===== src/ssc_defines.svh =====
// register map, field positions, reset values and codes of the spi slave status block
`ifndef SSC_DEFINES_SVH
`define SSC_DEFINES_SVH

// ----------------------------------------------------------------
// register offsets (byte addresses)
// ----------------------------------------------------------------
`define SSC_ADDR_W 12
`define SSC_OFF_CTRL0 12'h000
`define SSC_OFF_MODE_CTRL 12'h004
`define SSC_OFF_DATA 12'h008
`define SSC_OFF_IRQ_STAT 12'h00c
`define SSC_OFF_IRQ_MASK 12'h010

// ----------------------------------------------------------------
// control 0 fields
// ----------------------------------------------------------------
`define SSC_C0_INCOMPLETE 0
`define SSC_C0_ENABLE 1
`define SSC_C0_MODE_LO 5
`define SSC_C0_MODE_HI 7
`define SSC_C0_RST_MODE 3'h7
`define SSC_MODE_SPI_SLAVE 3'h5

// ----------------------------------------------------------------
// spi_mode_control fields
// ----------------------------------------------------------------
`define SSC_MC_DONE 0
`define SSC_MC_WRITE_COLLISION_FLAG 1
`define SSC_MC_SELECT_PIN_ENABLE 2
`define SSC_MC_ORDER 3
`define SSC_MC_EDGE 4
`define SSC_MC_POL 5
`define SSC_MC_RST 8'h00

// ----------------------------------------------------------------
// interrupt status / mask bits
// ----------------------------------------------------------------
`define SSC_IRQ_DONE 0
`define SSC_IRQ_INCOMPLETE 1
`define SSC_IRQ_W 2

// ----------------------------------------------------------------
// transfer
// ----------------------------------------------------------------
`define SSC_LAST_BIT 4'h7
`define SSC_CNT_ZERO 4'h0
`define SSC_CNT_ONE 4'h1

`endif


===== src/ssc_pkg.sv =====
// types shared by the spi slave status block
package ssc_pkg;

  // ----------------------------------------------------------------
  // serial pins as seen by the block
  // ----------------------------------------------------------------
  typedef struct packed {
    logic sck;
    logic slave_select_n;
    logic mosi;
  } ssc_pins_s;

  // ----------------------------------------------------------------
  // pin synchroniser state
  // ----------------------------------------------------------------
  typedef struct packed {
    ssc_pins_s s1;
    ssc_pins_s s2;
    ssc_pins_s s3;
    ssc_pins_s clean;
  } ssc_sync_s;

  // ----------------------------------------------------------------
  // apb request and answer
  // ----------------------------------------------------------------
  typedef struct packed {
    logic psel;
    logic penable;
    logic pwrite;
    logic [11:0] paddr;
    logic [31:0] pwdata;
  } ssc_apb_req_s;

  typedef struct packed {
    logic pready;
    logic pslverr;
    logic [31:0] prdata;
  } ssc_apb_rsp_s;

  // ----------------------------------------------------------------
  // whole state of the main module
  // ----------------------------------------------------------------
  typedef struct packed {
    logic [2:0] mode;
    logic interface_enable_bit;
    logic incomplete_transfer_flag;
    logic [7:0] spi_mode_control;
    logic [7:0] data;
    logic [7:0] shreg;
    logic [3:0] bitcnt;
    logic sel_prev;
    logic sck_prev;
    logic [1:0] irq_stat;
    logic [1:0] irq_mask;
    logic irq;
    logic miso;
    logic miso_oe;
    ssc_apb_rsp_s rsp;
  } ssc_state_s;

endpackage


===== src/ssc_pin_sync.sv =====
// three-stage synchroniser with agreement filter for the serial pins
`timescale 1ns/1ps
`default_nettype none
module ssc_pin_sync
  import ssc_pkg::*;
(
  // clock and reset
  input wire logic pclk,
  input wire logic presetn,
  // pins from the master
  input wire ssc_pins_s raw,
  // filtered pins
  output ssc_pins_s clean
);

  ssc_sync_s st_q;
  ssc_sync_s st_d;

  // ----------------------------------------------------------------
  // next state
  // ----------------------------------------------------------------
  always_comb begin
    st_d = st_q;
    st_d.s1 = raw;
    st_d.s2 = st_q.s1;
    st_d.s3 = st_q.s2;
    // a change is accepted only when stages two and three agree
    if (st_q.s2 == st_q.s3) begin
      st_d.clean = st_q.s3;
    end
  end

  // ----------------------------------------------------------------
  // registers; select and clock idle high out of reset
  // ----------------------------------------------------------------
  always_ff @(posedge pclk or negedge presetn) begin
    if (!presetn) begin
      st_q <= '{s1: '{1'b1, 1'b1, 1'b0}, s2: '{1'b1, 1'b1, 1'b0},
                s3: '{1'b1, 1'b1, 1'b0}, clean: '{1'b1, 1'b1, 1'b0}};
    end else begin
      st_q <= st_d;
    end
  end

  assign clean = st_q.clean;

endmodule
`default_nettype wire


===== src/ssc_spi_slave.sv =====
// spi slave with incomplete-transfer detection, mode control register and apb access
`include "ssc_defines.svh"
`timescale 1ns/1ps
`default_nettype none
module ssc_spi_slave
  import ssc_pkg::*;
(
  // clock and reset
  input wire logic pclk,
  input wire logic presetn,
  // apb slave
  input wire logic psel,
  input wire logic penable,
  input wire logic pwrite,
  input wire logic [11:0] paddr,
  input wire logic [31:0] pwdata,
  output logic [31:0] prdata,
  output logic pready,
  output logic pslverr,
  // spi pins
  input wire logic sck,
  input wire logic slave_select_n,
  input wire logic mosi,
  output logic miso,
  output logic miso_oe,
  // interrupt
  output logic irq
);

  // ----------------------------------------------------------------
  // helpers
  // ----------------------------------------------------------------
  function automatic logic [7:0] shift_in(input logic [7:0] sr, input logic bit_in, input logic msb_first);
    shift_in = msb_first ? {sr[6:0], bit_in} : {bit_in, sr[7:1]};
  endfunction

  function automatic logic out_bit(input logic [7:0] sr, input logic msb_first);
    out_bit = msb_first ? sr[7] : sr[0];
  endfunction

  // ----------------------------------------------------------------
  // pin synchronisation
  // ----------------------------------------------------------------
  ssc_pins_s pins_raw;
  ssc_pins_s pins;

  assign pins_raw = '{sck: sck, slave_select_n: slave_select_n, mosi: mosi};

  ssc_pin_sync u_sync (
    .pclk(pclk),
    .presetn(presetn),
    .raw(pins_raw),
    .clean(pins)
  );

  // ----------------------------------------------------------------
  // state
  // ----------------------------------------------------------------
  localparam ssc_state_s ST_RST = '{
    mode: `SSC_C0_RST_MODE,
    interface_enable_bit: 1'b0,
    incomplete_transfer_flag: 1'b0,
    spi_mode_control: `SSC_MC_RST,
    data: 8'h00,
    shreg: 8'h00,
    bitcnt: `SSC_CNT_ZERO,
    sel_prev: 1'b0,
    sck_prev: 1'b1,
    irq_stat: 2'h0,
    irq_mask: 2'h0,
    irq: 1'b0,
    miso: 1'b0,
    miso_oe: 1'b0,
    rsp: '{pready: 1'b0, pslverr: 1'b0, prdata: 32'h0000_0000}
  };

  ssc_state_s st_q;
  ssc_state_s st_d;

  logic slave_on;
  logic select_pin_enable;
  logic msb_first;
  logic sel;
  logic sck_rise;
  logic sck_fall;
  logic cap_edge;
  logic shift_edge;
  logic busy;
  logic wr_fire;
  logic addr_ok;
  logic [7:0] rx_byte;
  logic [7:0] rd_byte;

  // ----------------------------------------------------------------
  // next state
  // ----------------------------------------------------------------
  always_comb begin
    st_d = st_q;
    rx_byte = 8'h00;
    rd_byte = 8'h00;

    slave_on = st_q.interface_enable_bit && (st_q.mode == `SSC_MODE_SPI_SLAVE);
    select_pin_enable = st_q.spi_mode_control[`SSC_MC_SELECT_PIN_ENABLE];
    msb_first = st_q.spi_mode_control[`SSC_MC_ORDER];
    // select line only matters when its pin is enabled
    sel = slave_on && (!select_pin_enable || !pins.slave_select_n);
    sck_rise = pins.sck && !st_q.sck_prev;
    sck_fall = !pins.sck && st_q.sck_prev;
    // capture on rising when polarity equals edge bit, else on falling
    cap_edge = (st_q.spi_mode_control[`SSC_MC_POL] == st_q.spi_mode_control[`SSC_MC_EDGE])
               ? sck_rise : sck_fall;
    shift_edge = (st_q.spi_mode_control[`SSC_MC_POL] == st_q.spi_mode_control[`SSC_MC_EDGE])
                 ? sck_fall : sck_rise;
    busy = sel && (st_q.bitcnt != `SSC_CNT_ZERO);

    addr_ok = (paddr == `SSC_OFF_CTRL0) || (paddr == `SSC_OFF_MODE_CTRL) || (paddr == `SSC_OFF_DATA) ||
              (paddr == `SSC_OFF_IRQ_STAT) || (paddr == `SSC_OFF_IRQ_MASK);
    wr_fire = psel && penable && st_q.rsp.pready && pwrite && addr_ok;

    // --------------------------------------------------------------
    // apb answer: one setup cycle, access phase always ready
    // --------------------------------------------------------------
    st_d.rsp.pready = psel && !penable && !st_q.rsp.pready;
    if (psel && !penable && !st_q.rsp.pready) begin
      st_d.rsp.pslverr = !addr_ok;
      case (paddr)
        `SSC_OFF_CTRL0: begin
          rd_byte[`SSC_C0_MODE_HI:`SSC_C0_MODE_LO] = st_q.mode;
          rd_byte[`SSC_C0_ENABLE] = st_q.interface_enable_bit;
          rd_byte[`SSC_C0_INCOMPLETE] = st_q.incomplete_transfer_flag;
        end
        `SSC_OFF_MODE_CTRL: rd_byte = st_q.spi_mode_control;
        `SSC_OFF_DATA: rd_byte = st_q.data;
        `SSC_OFF_IRQ_STAT: rd_byte[1:0] = st_q.irq_stat;
        `SSC_OFF_IRQ_MASK: rd_byte[1:0] = st_q.irq_mask;
        default: rd_byte = 8'h00;
      endcase
      st_d.rsp.prdata = {24'h00_0000, rd_byte};
    end else begin
      // answer stands for the access cycle only
      st_d.rsp.pslverr = 1'b0;
      st_d.rsp.prdata = 32'h0000_0000;
    end

    // --------------------------------------------------------------
    // software writes (hardware sets below take priority)
    // --------------------------------------------------------------
    if (wr_fire) begin
      case (paddr)
        `SSC_OFF_CTRL0: begin
          st_d.mode = pwdata[`SSC_C0_MODE_HI:`SSC_C0_MODE_LO];
          st_d.interface_enable_bit = pwdata[`SSC_C0_ENABLE];
          // plain store: touches no other flag
          st_d.incomplete_transfer_flag = pwdata[`SSC_C0_INCOMPLETE];
        end
        `SSC_OFF_MODE_CTRL: st_d.spi_mode_control = pwdata[7:0];
        `SSC_OFF_DATA: begin
          if (busy) begin
            st_d.spi_mode_control[`SSC_MC_WRITE_COLLISION_FLAG] = 1'b1;
          end else begin
            st_d.data = pwdata[7:0];
          end
        end
        `SSC_OFF_IRQ_STAT: st_d.irq_stat = st_q.irq_stat & ~pwdata[`SSC_IRQ_W-1:0];
        `SSC_OFF_IRQ_MASK: st_d.irq_mask = pwdata[`SSC_IRQ_W-1:0];
        default: st_d.irq_mask = st_q.irq_mask;
      endcase
    end

    // --------------------------------------------------------------
    // serial transfer
    // --------------------------------------------------------------
    st_d.sck_prev = pins.sck;
    st_d.sel_prev = sel;
    st_d.miso_oe = sel;
    if (sel && !st_q.sel_prev) begin
      // new selection: load byte and present its first bit
      st_d.shreg = st_q.data;
      st_d.bitcnt = `SSC_CNT_ZERO;
      st_d.miso = out_bit(st_q.data, msb_first);
    end else if (sel) begin
      if (cap_edge) begin
        rx_byte = shift_in(st_q.shreg, pins.mosi, msb_first);
        st_d.shreg = rx_byte;
        if (st_q.bitcnt == `SSC_LAST_BIT) begin
          st_d.bitcnt = `SSC_CNT_ZERO;
          st_d.data = rx_byte;
          st_d.spi_mode_control[`SSC_MC_DONE] = 1'b1;
          st_d.irq_stat[`SSC_IRQ_DONE] = 1'b1;
        end else begin
          st_d.bitcnt = st_q.bitcnt + `SSC_CNT_ONE;
        end
      end else if (shift_edge && st_q.bitcnt != `SSC_CNT_ZERO) begin
        st_d.miso = out_bit(st_q.shreg, msb_first);
      end
    end else begin
      st_d.bitcnt = `SSC_CNT_ZERO;
      // select released mid-byte while its pin is in use
      if (st_q.sel_prev && slave_on && select_pin_enable && st_q.bitcnt != `SSC_CNT_ZERO) begin
        st_d.incomplete_transfer_flag = 1'b1;
        st_d.spi_mode_control[`SSC_MC_DONE] = 1'b1;
        st_d.irq_stat[`SSC_IRQ_INCOMPLETE] = 1'b1;
      end
    end

    // --------------------------------------------------------------
    // interrupt: level while an unmasked status bit is set
    // --------------------------------------------------------------
    st_d.irq = |(st_d.irq_stat & st_d.irq_mask);
  end

  // ----------------------------------------------------------------
  // registers
  // ----------------------------------------------------------------
  always_ff @(posedge pclk or negedge presetn) begin
    if (!presetn) begin
      st_q <= ST_RST;
    end else begin
      st_q <= st_d;
    end
  end

  // ----------------------------------------------------------------
  // outputs
  // ----------------------------------------------------------------
  assign prdata = st_q.rsp.prdata;
  assign pready = st_q.rsp.pready;
  assign pslverr = st_q.rsp.pslverr;
  assign miso = st_q.miso;
  assign miso_oe = st_q.miso_oe;
  assign irq = st_q.irq;

endmodule
`default_nettype wire


===== config.mk =====
export PLATFORM = sky130hd
export DESIGN_NAME = ssc_spi_slave
export DESIGN_NICKNAME = d
export VERILOG_FILES = /design/src/ssc_pkg.sv /design/src/ssc_pin_sync.sv /design/src/ssc_spi_slave.sv
export VERILOG_INCLUDE_DIRS = /design/src
export SDC_FILE = /design/constraint.sdc
export NUM_CORES = 1
export LEC_CHECK = 0
export BUFFER_PORTS_ARGS = -buffer_cell sky130_fd_sc_hd__buf_2
export CORE_MARGIN = 2
export CORE_UTILIZATION = 47
export DETAILED_ROUTE_END_ITERATION = 8
export GPL_TIMING_DRIVEN = 0
export PLACE_DENSITY = 0.76
export RECOVER_POWER = 25
export SLEW_MARGIN = 10
export SYNTH_ARGS = -nofsm -noshare
export SYNTH_HDL_FRONTEND = slang
export SYNTH_SLANG_ARGS = --single-unit
export TNS_END_PERCENT = 20

===== constraint.sdc =====
create_clock -name pclk -period 1.9 [get_ports pclk]
set_clock_uncertainty 0.05 [all_clocks]
set_input_delay 0.095 -clock pclk [delete_from_list [all_inputs] [get_ports pclk]]
set_output_delay 0.095 -clock pclk [all_outputs]
set_load 0.02 [all_outputs]

==> results.yml, run 1 <==
worst_setup_path:
  timing.setup.critical_path_class: "flip-flop to flip-flop"
  critical_path.reg2reg.endpoint: "miso"
  r2r-start: "st_q[73]"
  critPathLaunch: "st_q[73]"
  r2r_setup_slack_ps: -20
  timing.critical_path.required_ps: 2070
  setup.worst_path.start_class: "flip-flop"
  rr_worst_depth: 5
  crit_path_max_fanout: 2
  worstSetupEndpoint: "miso"
  worst-endpoint-arrival_ps: 2100
  critical_path_capture_point_type: "flip-flop"
min_path:
  hold_path_class: "primary input to flip-flop"
status:
  status: "complete, but fails checks"
  violations: "max-capacitance violations, max-slew violations, negative setup slack"
sta:
  rsz0062_at_grt: "true"
  finalSetupViolations: 5
  timing.final.ws_setup_ps: -24.98
  hold_violations: 0
  final_hold_slack_ps: 23.95
  slew_violations: 64
  min_period_ps: 1925
  relSlewSlack: -0.007062
  timing_worst_slew_pin_value_ps: 1511
  period_share: 1.013
  summed_negative_setup_slack_over_all_endpoints_ps: -57.22
  timing.fmax_mhz: 519.5
pwr:
  max-vdd-ir-drop_uv: 469.3
  clkPwrFrac: 0.425
  power.density_cell_area_nw_per_um2: 784.7
  p_switching_mw: 0.7579
  netSwitchingFraction: 0.2381
  power_frac_comb: 0.128
  intPower_mw: 2.425
  cellLeakagePower_nw: 2.001
  power.share.sequential: 0.446
yosys:
  synth_compound_area_frac: 0.1114
  yosys_most_used_dff: "sky130_fd_sc_hd__dfrtp_1"
  yosys.area_share.xor_xnor: 0.01363
  count_of_yosys_warnings_during_synthesis: 0
  post_synth_mux_area_share: 0.1499
  synth-edff-count: 0
  flip_flop_and_latch_count_after_synthesis: 63
  synthArstFlopShare: 1.000
  synth_sequential_area_ratio: 0.4953
  yosys.cell_types.count: 46
  syn-instance-count: 291
  synth_fa_ha_area_frac: 0.007788
  synthesis.area_um2: 3213
  syn_avg_cell_area_um2: 11.04
  synth-simple-area-share: 0.1258
  synth_top_family_by_area: "multiplexers"
clocking:
  cts.sinks: 63
  h-tree-depth: 3
  tritoncts_clock_tree: "yes"
  numCtsBuffers: 9
  clk_latency_ps: 340
  clockBufferDepth: 2
  clkTransAtPathRegs_ps: 70
  cts.root.buffer_cell: "sky130_fd_sc_hd__clkbuf_8"
floorplanning:
  num_io_pins: 89
  fp-row-count: 30
  dieArea_um2: 7513
  initial_utilization: 0.4782
  floorplan.die.height_um: 86.68
  core_area_um2: 6719
  fp.dieW_um: 86.68
cells_and_area:
  layout.cells.most_common: "sky130_fd_sc_hd__dfrtp_1"
  fin_area_um2: 4056
  finalNetCount: 438
  area_occupied_by_multi_input_gates_um2: 1443
  syn_to_layout_area_delta_pct: 26.25
  final_cell_mix: "sky130_fd_sc_hd__dfrtp_1, sky130_fd_sc_hd__buf_4, sky130_fd_sc_hd__buf_2"
  final_layout_size_suffix_gt1_frac: 0.3676
  num_antenna_cells: 0
  n_fill_cell: 546
  postLayoutCoreUtil: 0.6037
  seqCellArea_um2: 1592
route:
  routed_via_density: 5.147
  drc: 0
  initialDrtViolationCount: 160
  dr_vias: 2414
  dr.pass1.iters: 4
  antenna_violating_nets_post_route: 0
  postRouteWirelength_um: 6624
  routed_wire_length_per_instance_um: 14.12
placed_design:
  placed_cell_area_um2: 3602
  place.port_buffers: 40
  gp_routability_congestion: 0.8768
  hpwlAfterDp_um: 4674
global_route:
  grt-ovfl-total: 0
  grt_max_degree: 64
  grt_first_pass_wirelength_um: 11050
  grt_antenna_before_repair: 0
  global_route.usage.total: 0.1926
  first_global_vias: 2314
run:
  max_cap_viol_count: 1
==> synth_stat cells, drive strengths merged (4+ instances only) <==
cell type	n	area, um2
a21oi	24	123.9
and2	4	25.02
buf	34	252.7
clkbuf	8	30.03
dfrtp	51	1276
dfstp	12	315.3
inv	6	22.52
mux2	24	270.3
mux2i	14	143.9
nand2	12	45.04
nand2b	4	25.02
nand4	5	37.53
nor2	27	101.4
nor3	5	30.03
o21ai	6	30.03
o22ai	16	100.1
xor2	4	35.03
==> sequential cells by signal, indices dropped and copies added, names as in the netlist <==
register           flops
u_sync.clean           3
select_pin_enable      1
pready                 1
miso_oe                1
st_q                  36
pslverr                1
irq                    1
miso                   1
msb_first              1
u_sync.st_d            6
u_sync.st_q            3
prdata                 8
==> repair_timing <==
item,4_1_cts,5_1_grt
cloned,0,0
hold buffers,11,0
endpoints found under the setup margin,23,28
gates resized for setup,10,6
pin swaps,1,3
hold endpoints to repair,64,0
setup buffers,4,4
==> critical path, cell delays in order, from the launching register on <==
cell and delay [ps]:
sky130_fd_sc_hd__dfstp_2 540, sky130_fd_sc_hd__nand4b_1 210, sky130_fd_sc_hd__a21oi_4 180, sky130_fd_sc_hd__nand2b_1 110, sky130_fd_sc_hd__mux4_2 450, sky130_fd_sc_hd__mux2_4 270
==> metal layers <==
metal,global-route usage,part of all wire,up-vias
met5,0,0,-
met4,0.09801,0.026,0
met3,0.04381,0.059,16
met2,0.2993,0.46,84
met1,0.2533,0.45,1145
li1,-,-,1169
==> final cells by class <==
class,instances,area share
Timing Repair Buffer,59,0.09130
Sequential cell,63,0.3924
Clock inverter,3,0.01604
Tap cell,80,0.02468
Buffer,42,0.07279
Multi-Input combinational cell,203,0.3556
Clock buffer,13,0.04164
Inverter,6,0.005552
==> cell families after synthesis <==
kind of cell / Yosys count
buf+inv: 48
other cells: 1
mux: 41
fa+ha+maj: 2
flops: 63
compound gates: 59
simple gates: 72
xor+xnor: 5
==> how the worst min path moves through the flow <==
stage / startpoint / to / cells past startpoint
2_1_floorplan: presetn / irq / 0
3_3_place_gp: sck / u_sync.st_d[8] / 1
3_5_place_dp: slave_select_n / u_sync.st_d[7] / 1
4_1_cts: pwdata[1] / st_q[72] / 2
5_1_grt: pwdata[1] / st_q[72] / 2
6_report: pwdata[1] / st_q[72] / 2
==> power groups by stage <==
stage / combinational (mW) / sequential, mW / clock [mW]
after floorplan: 0.240 / 1.44 / 0
after global placement: 0.338 / 1.44 / 0
after detailed placement: 0.340 / 1.45 / 0
after CTS: 0.388 / 1.42 / 1.38
after global routing: 0.454 / 1.43 / 1.43
final: 0.409 / 1.42 / 1.35
==> through the flow <==
| stage | setup WS (ps) | total power, mW | instances |
|---|---|---|---|
| 6_report | -24.98 | 3.183 | 469 |
| 5_1_grt | -119.2 | 3.312 | 469 |
| 4_1_cts | -42.63 | 3.195 | 465 |
| 3_5_place_dp | -284.6 | 1.788 | 434 |
| 3_3_place_gp | -328.0 | 1.782 | 434 |
| 2_1_floorplan | 51.17 | 1.679 | 314 |
Power figures use the tool's default switching activity.
==> run 2: changes to the inputs <==
--- a/config.mk
+++ b/config.mk
@@ -8,10 +8,10 @@
 export LEC_CHECK = 0
 export BUFFER_PORTS_ARGS = -buffer_cell sky130_fd_sc_hd__buf_2
 export CORE_MARGIN = 2
-export CORE_UTILIZATION = 47
+export CORE_UTILIZATION = 52
 export DETAILED_ROUTE_END_ITERATION = 8
 export GPL_TIMING_DRIVEN = 0
-export PLACE_DENSITY = 0.76
+export PLACE_DENSITY = 0.79
 export RECOVER_POWER = 25
 export SLEW_MARGIN = 10
 export SYNTH_ARGS = -nofsm -noshare
==> constraint.sdc (replaced) <==
create_clock -name pclk -period 2.2 [get_ports pclk]
set_clock_uncertainty 0.05 [all_clocks]
set_input_delay 0.11 -clock pclk [delete_from_list [all_inputs] [get_ports pclk]]
set_output_delay 0.11 -clock pclk [all_outputs]
set_load 0.02 [all_outputs]
==> run 2 against run 1 <==
Net effect:
- the run ends with max-capacitance violations, max-slew violations left
- via count shrank 2.5%
- critical path depth rose by 1
- hold slack improved by 5.3 ps
- non-clock buffer count shrank 8
- maximum frequency decreased by 8.6%
- design area is 4.3% lower
- combinational power fell by 22%
- sequential share of layout area up 1.8 points
- first-iteration DRC count fell by 19%
- register-to-register slack improved by 120 ps
- die area fell by 9.2%
==> results.yml, run 2 (synthesis gave the netlist of run 1 again) <==
worst_setup_path:
  critical_path.reg2reg.endpoint: "miso"
  setup.worst_path.start_class: "flip-flop"
  critical_path_capture_point_type: "flip-flop"
  crit_path_top_delay_cell: "sky130_fd_sc_hd__dfstp_2"
  r2r_setup_slack_ps: 90
  cp_num_buf_inv: 1
  path_cells: "nand4b_1 -> a21oi_4 -> nand2b_1 -> clkbuf_1 -> o21ai_0 -> mux2_2"
  timing.critical_path.required_ps: 2370
  r2r-start: "st_q[75]"
  crit_path_max_fanout: 10
  timing.setup.critical_path_class: "flip-flop to flip-flop"
  timing.critical_path.max_delay_family: "flip-flops"
  worst-endpoint-arrival_ps: 2280
  worst_path_largest_cell_delay_ps: 540
  rr_worst_depth: 6
floorplanning:
  core_area_um2: 5956
  initial_utilization: 0.5395
  num_io_pins: 89
  dieArea_um2: 6824
  floorplan.die.height_um: 82.61
  fp.dieW_um: 82.61
  fp-row-count: 28
pwr:
  power.density_cell_area_nw_per_um2: 620.8
  post_route_total_power_mw: 2.409
  max-vdd-ir-drop_uv: 447.9
  cellLeakagePower_nw: 1.894
sta:
  timing_worst_slew_pin_value_ps: 1508
  min_period_ps: 2107
  summed_negative_setup_slack_over_all_endpoints_ps: 0
  period_share: 0.9578
  finalSetupViolations: 0
  rsz0062_at_grt: "false"
  hold_violations: 0
  timing.fmax_mhz: 474.6
  relSlewSlack: -0.005287
  slew_violations: 64
placed_design:
  gp_routability_congestion: 0.8785
  place.port_buffers: 40
  dp.cells: 429
  placed_cell_area_um2: 3596
  hpwlAfterDp_um: 4722
clocking:
  cts.sinks: 63
  h-tree-depth: 3
  numCtsBuffers: 9
  clk_latency_ps: 340
  clockBufferDepth: 2
  clkTransAtPathRegs_ps: 60
  tritoncts_clock_tree: "yes"
  cts.root.buffer_cell: "sky130_fd_sc_hd__clkbuf_8"
status:
  status: "complete, but fails checks"
  violations: "max-capacitance violations, max-slew violations"
global_route:
  grt_first_pass_wirelength_um: 10940
  first_global_vias: 2298
  global_route.usage.total: 0.2210
  grt_max_degree: 64
  grt_antenna_before_repair: 0
  grt-ovfl-total: 0
route:
  postRouteWirelength_um: 6620
  dr.pass1.iters: 4
  drc: 0
  routed_wire_length_per_instance_um: 14.52
  initialDrtViolationCount: 129
  routed_via_density: 5.160
  dr_vias: 2353
  antenna_violating_nets_post_route: 0
cells_and_area:
  postLayoutCoreUtil: 0.6517
  layout.cells.most_common: "sky130_fd_sc_hd__dfrtp_1"
  final_cell_mix: "sky130_fd_sc_hd__dfrtp_1, sky130_fd_sc_hd__buf_2, sky130_fd_sc_hd__buf_4"
  finalNetCount: 430
  register_with_the_most_flip_flops: "st_q"
  final_layout_size_suffix_gt1_frac: 0.3333
  n_fill_cell: 453
  finalNonFillerCells: 456
  seqCellArea_um2: 1592
  syn_to_layout_area_delta_pct: 20.79
  area_occupied_by_multi_input_gates_um2: 1426
  largest_register_ffs: 36
  num_antenna_cells: 0
  fin_area_um2: 3881
min_path:
  holdPathStages: 3
  hold_path_class: "primary input to flip-flop"
  timing.hold.worst_endpoint: "st_q[63]"
  hold_path.startpoint: "pwdata[0]"
run:
  max_cap_viol_count: 1
==> run 2: cell types whose count changed in the layout (fill, tap and decap cells not counted), moves of 2 or more <==
cell and change:
sky130_fd_sc_hd__buf_6 -2, sky130_fd_sc_hd__bufinv_16 -2, sky130_fd_sc_hd__clkbuf_1 +8, sky130_fd_sc_hd__clkbuf_8 -2, sky130_fd_sc_hd__buf_4 -6
==> run 2: area by class of cell <==
type,count,area share
Tap cell,75,0.02418
Buffer,42,0.07286
Timing Repair Buffer,51,0.07801
Inverter,6,0.005803
Multi-Input combinational cell,203,0.3675
Sequential cell,63,0.4101
Clock inverter,1,0.001289
Clock buffer,15,0.04030
==> run 2: per-layer routing <==
layer  share of wire  global-route usage  wire length, um  vias to the layer above
met5               0                   0                0                        -
met4           0.013             0.08361               86                        0
met3           0.060             0.05978              396                        6
met2            0.48              0.3613             3192                       70
met1            0.44              0.2807             2945                     1126
li1                -                   -                -                     1151
==> run 2: power by group <==
group / internal [mW] / total (mW) / switching, mW
Combinational: 0.135 / 0.320 / 0.185
Clock: 0.441 / 0.862 / 0.421
Sequential: 1.20 / 1.23 / 0.0250
==> run 2: metrics by stage <==
stage	hold WS [ps]	setup WS [ps]
floorplan	-235.6	351.2
global placement	165.3	-49.69
detailed placement	166.9	-42.41
CTS	17.97	31.14
global route	33.26	15.38
finish	29.25	92.91
==> run 2: worst max path at each step <==
stage | from | to | slack, ps | depth (start not counted)
CTS | st_q[68] | st_q[61] | 30 | 6
detailed placement | st_q[75] | miso | -40 | 6
floorplan | st_q[75] | miso | 350 | 5
global route | st_q[75] | st_q[46] | 20 | 6
global placement | st_q[73] | miso | -50 | 6
finish | st_q[75] | miso | 90 | 6
==> run 2: worst min-delay path, delay by kind of cell <==
family          cells  cell delay, ps
buf+inv             1             130
mux                 1              80
compound gates      1              60
==> run 2: timing repair <==
item	CTS	global route
pin swaps	0	0
setup buffers	1	0
hold endpoints to repair	63	0
setup endpoints to repair	1	18
hold buffers	10	0
gates resized for setup	1	2
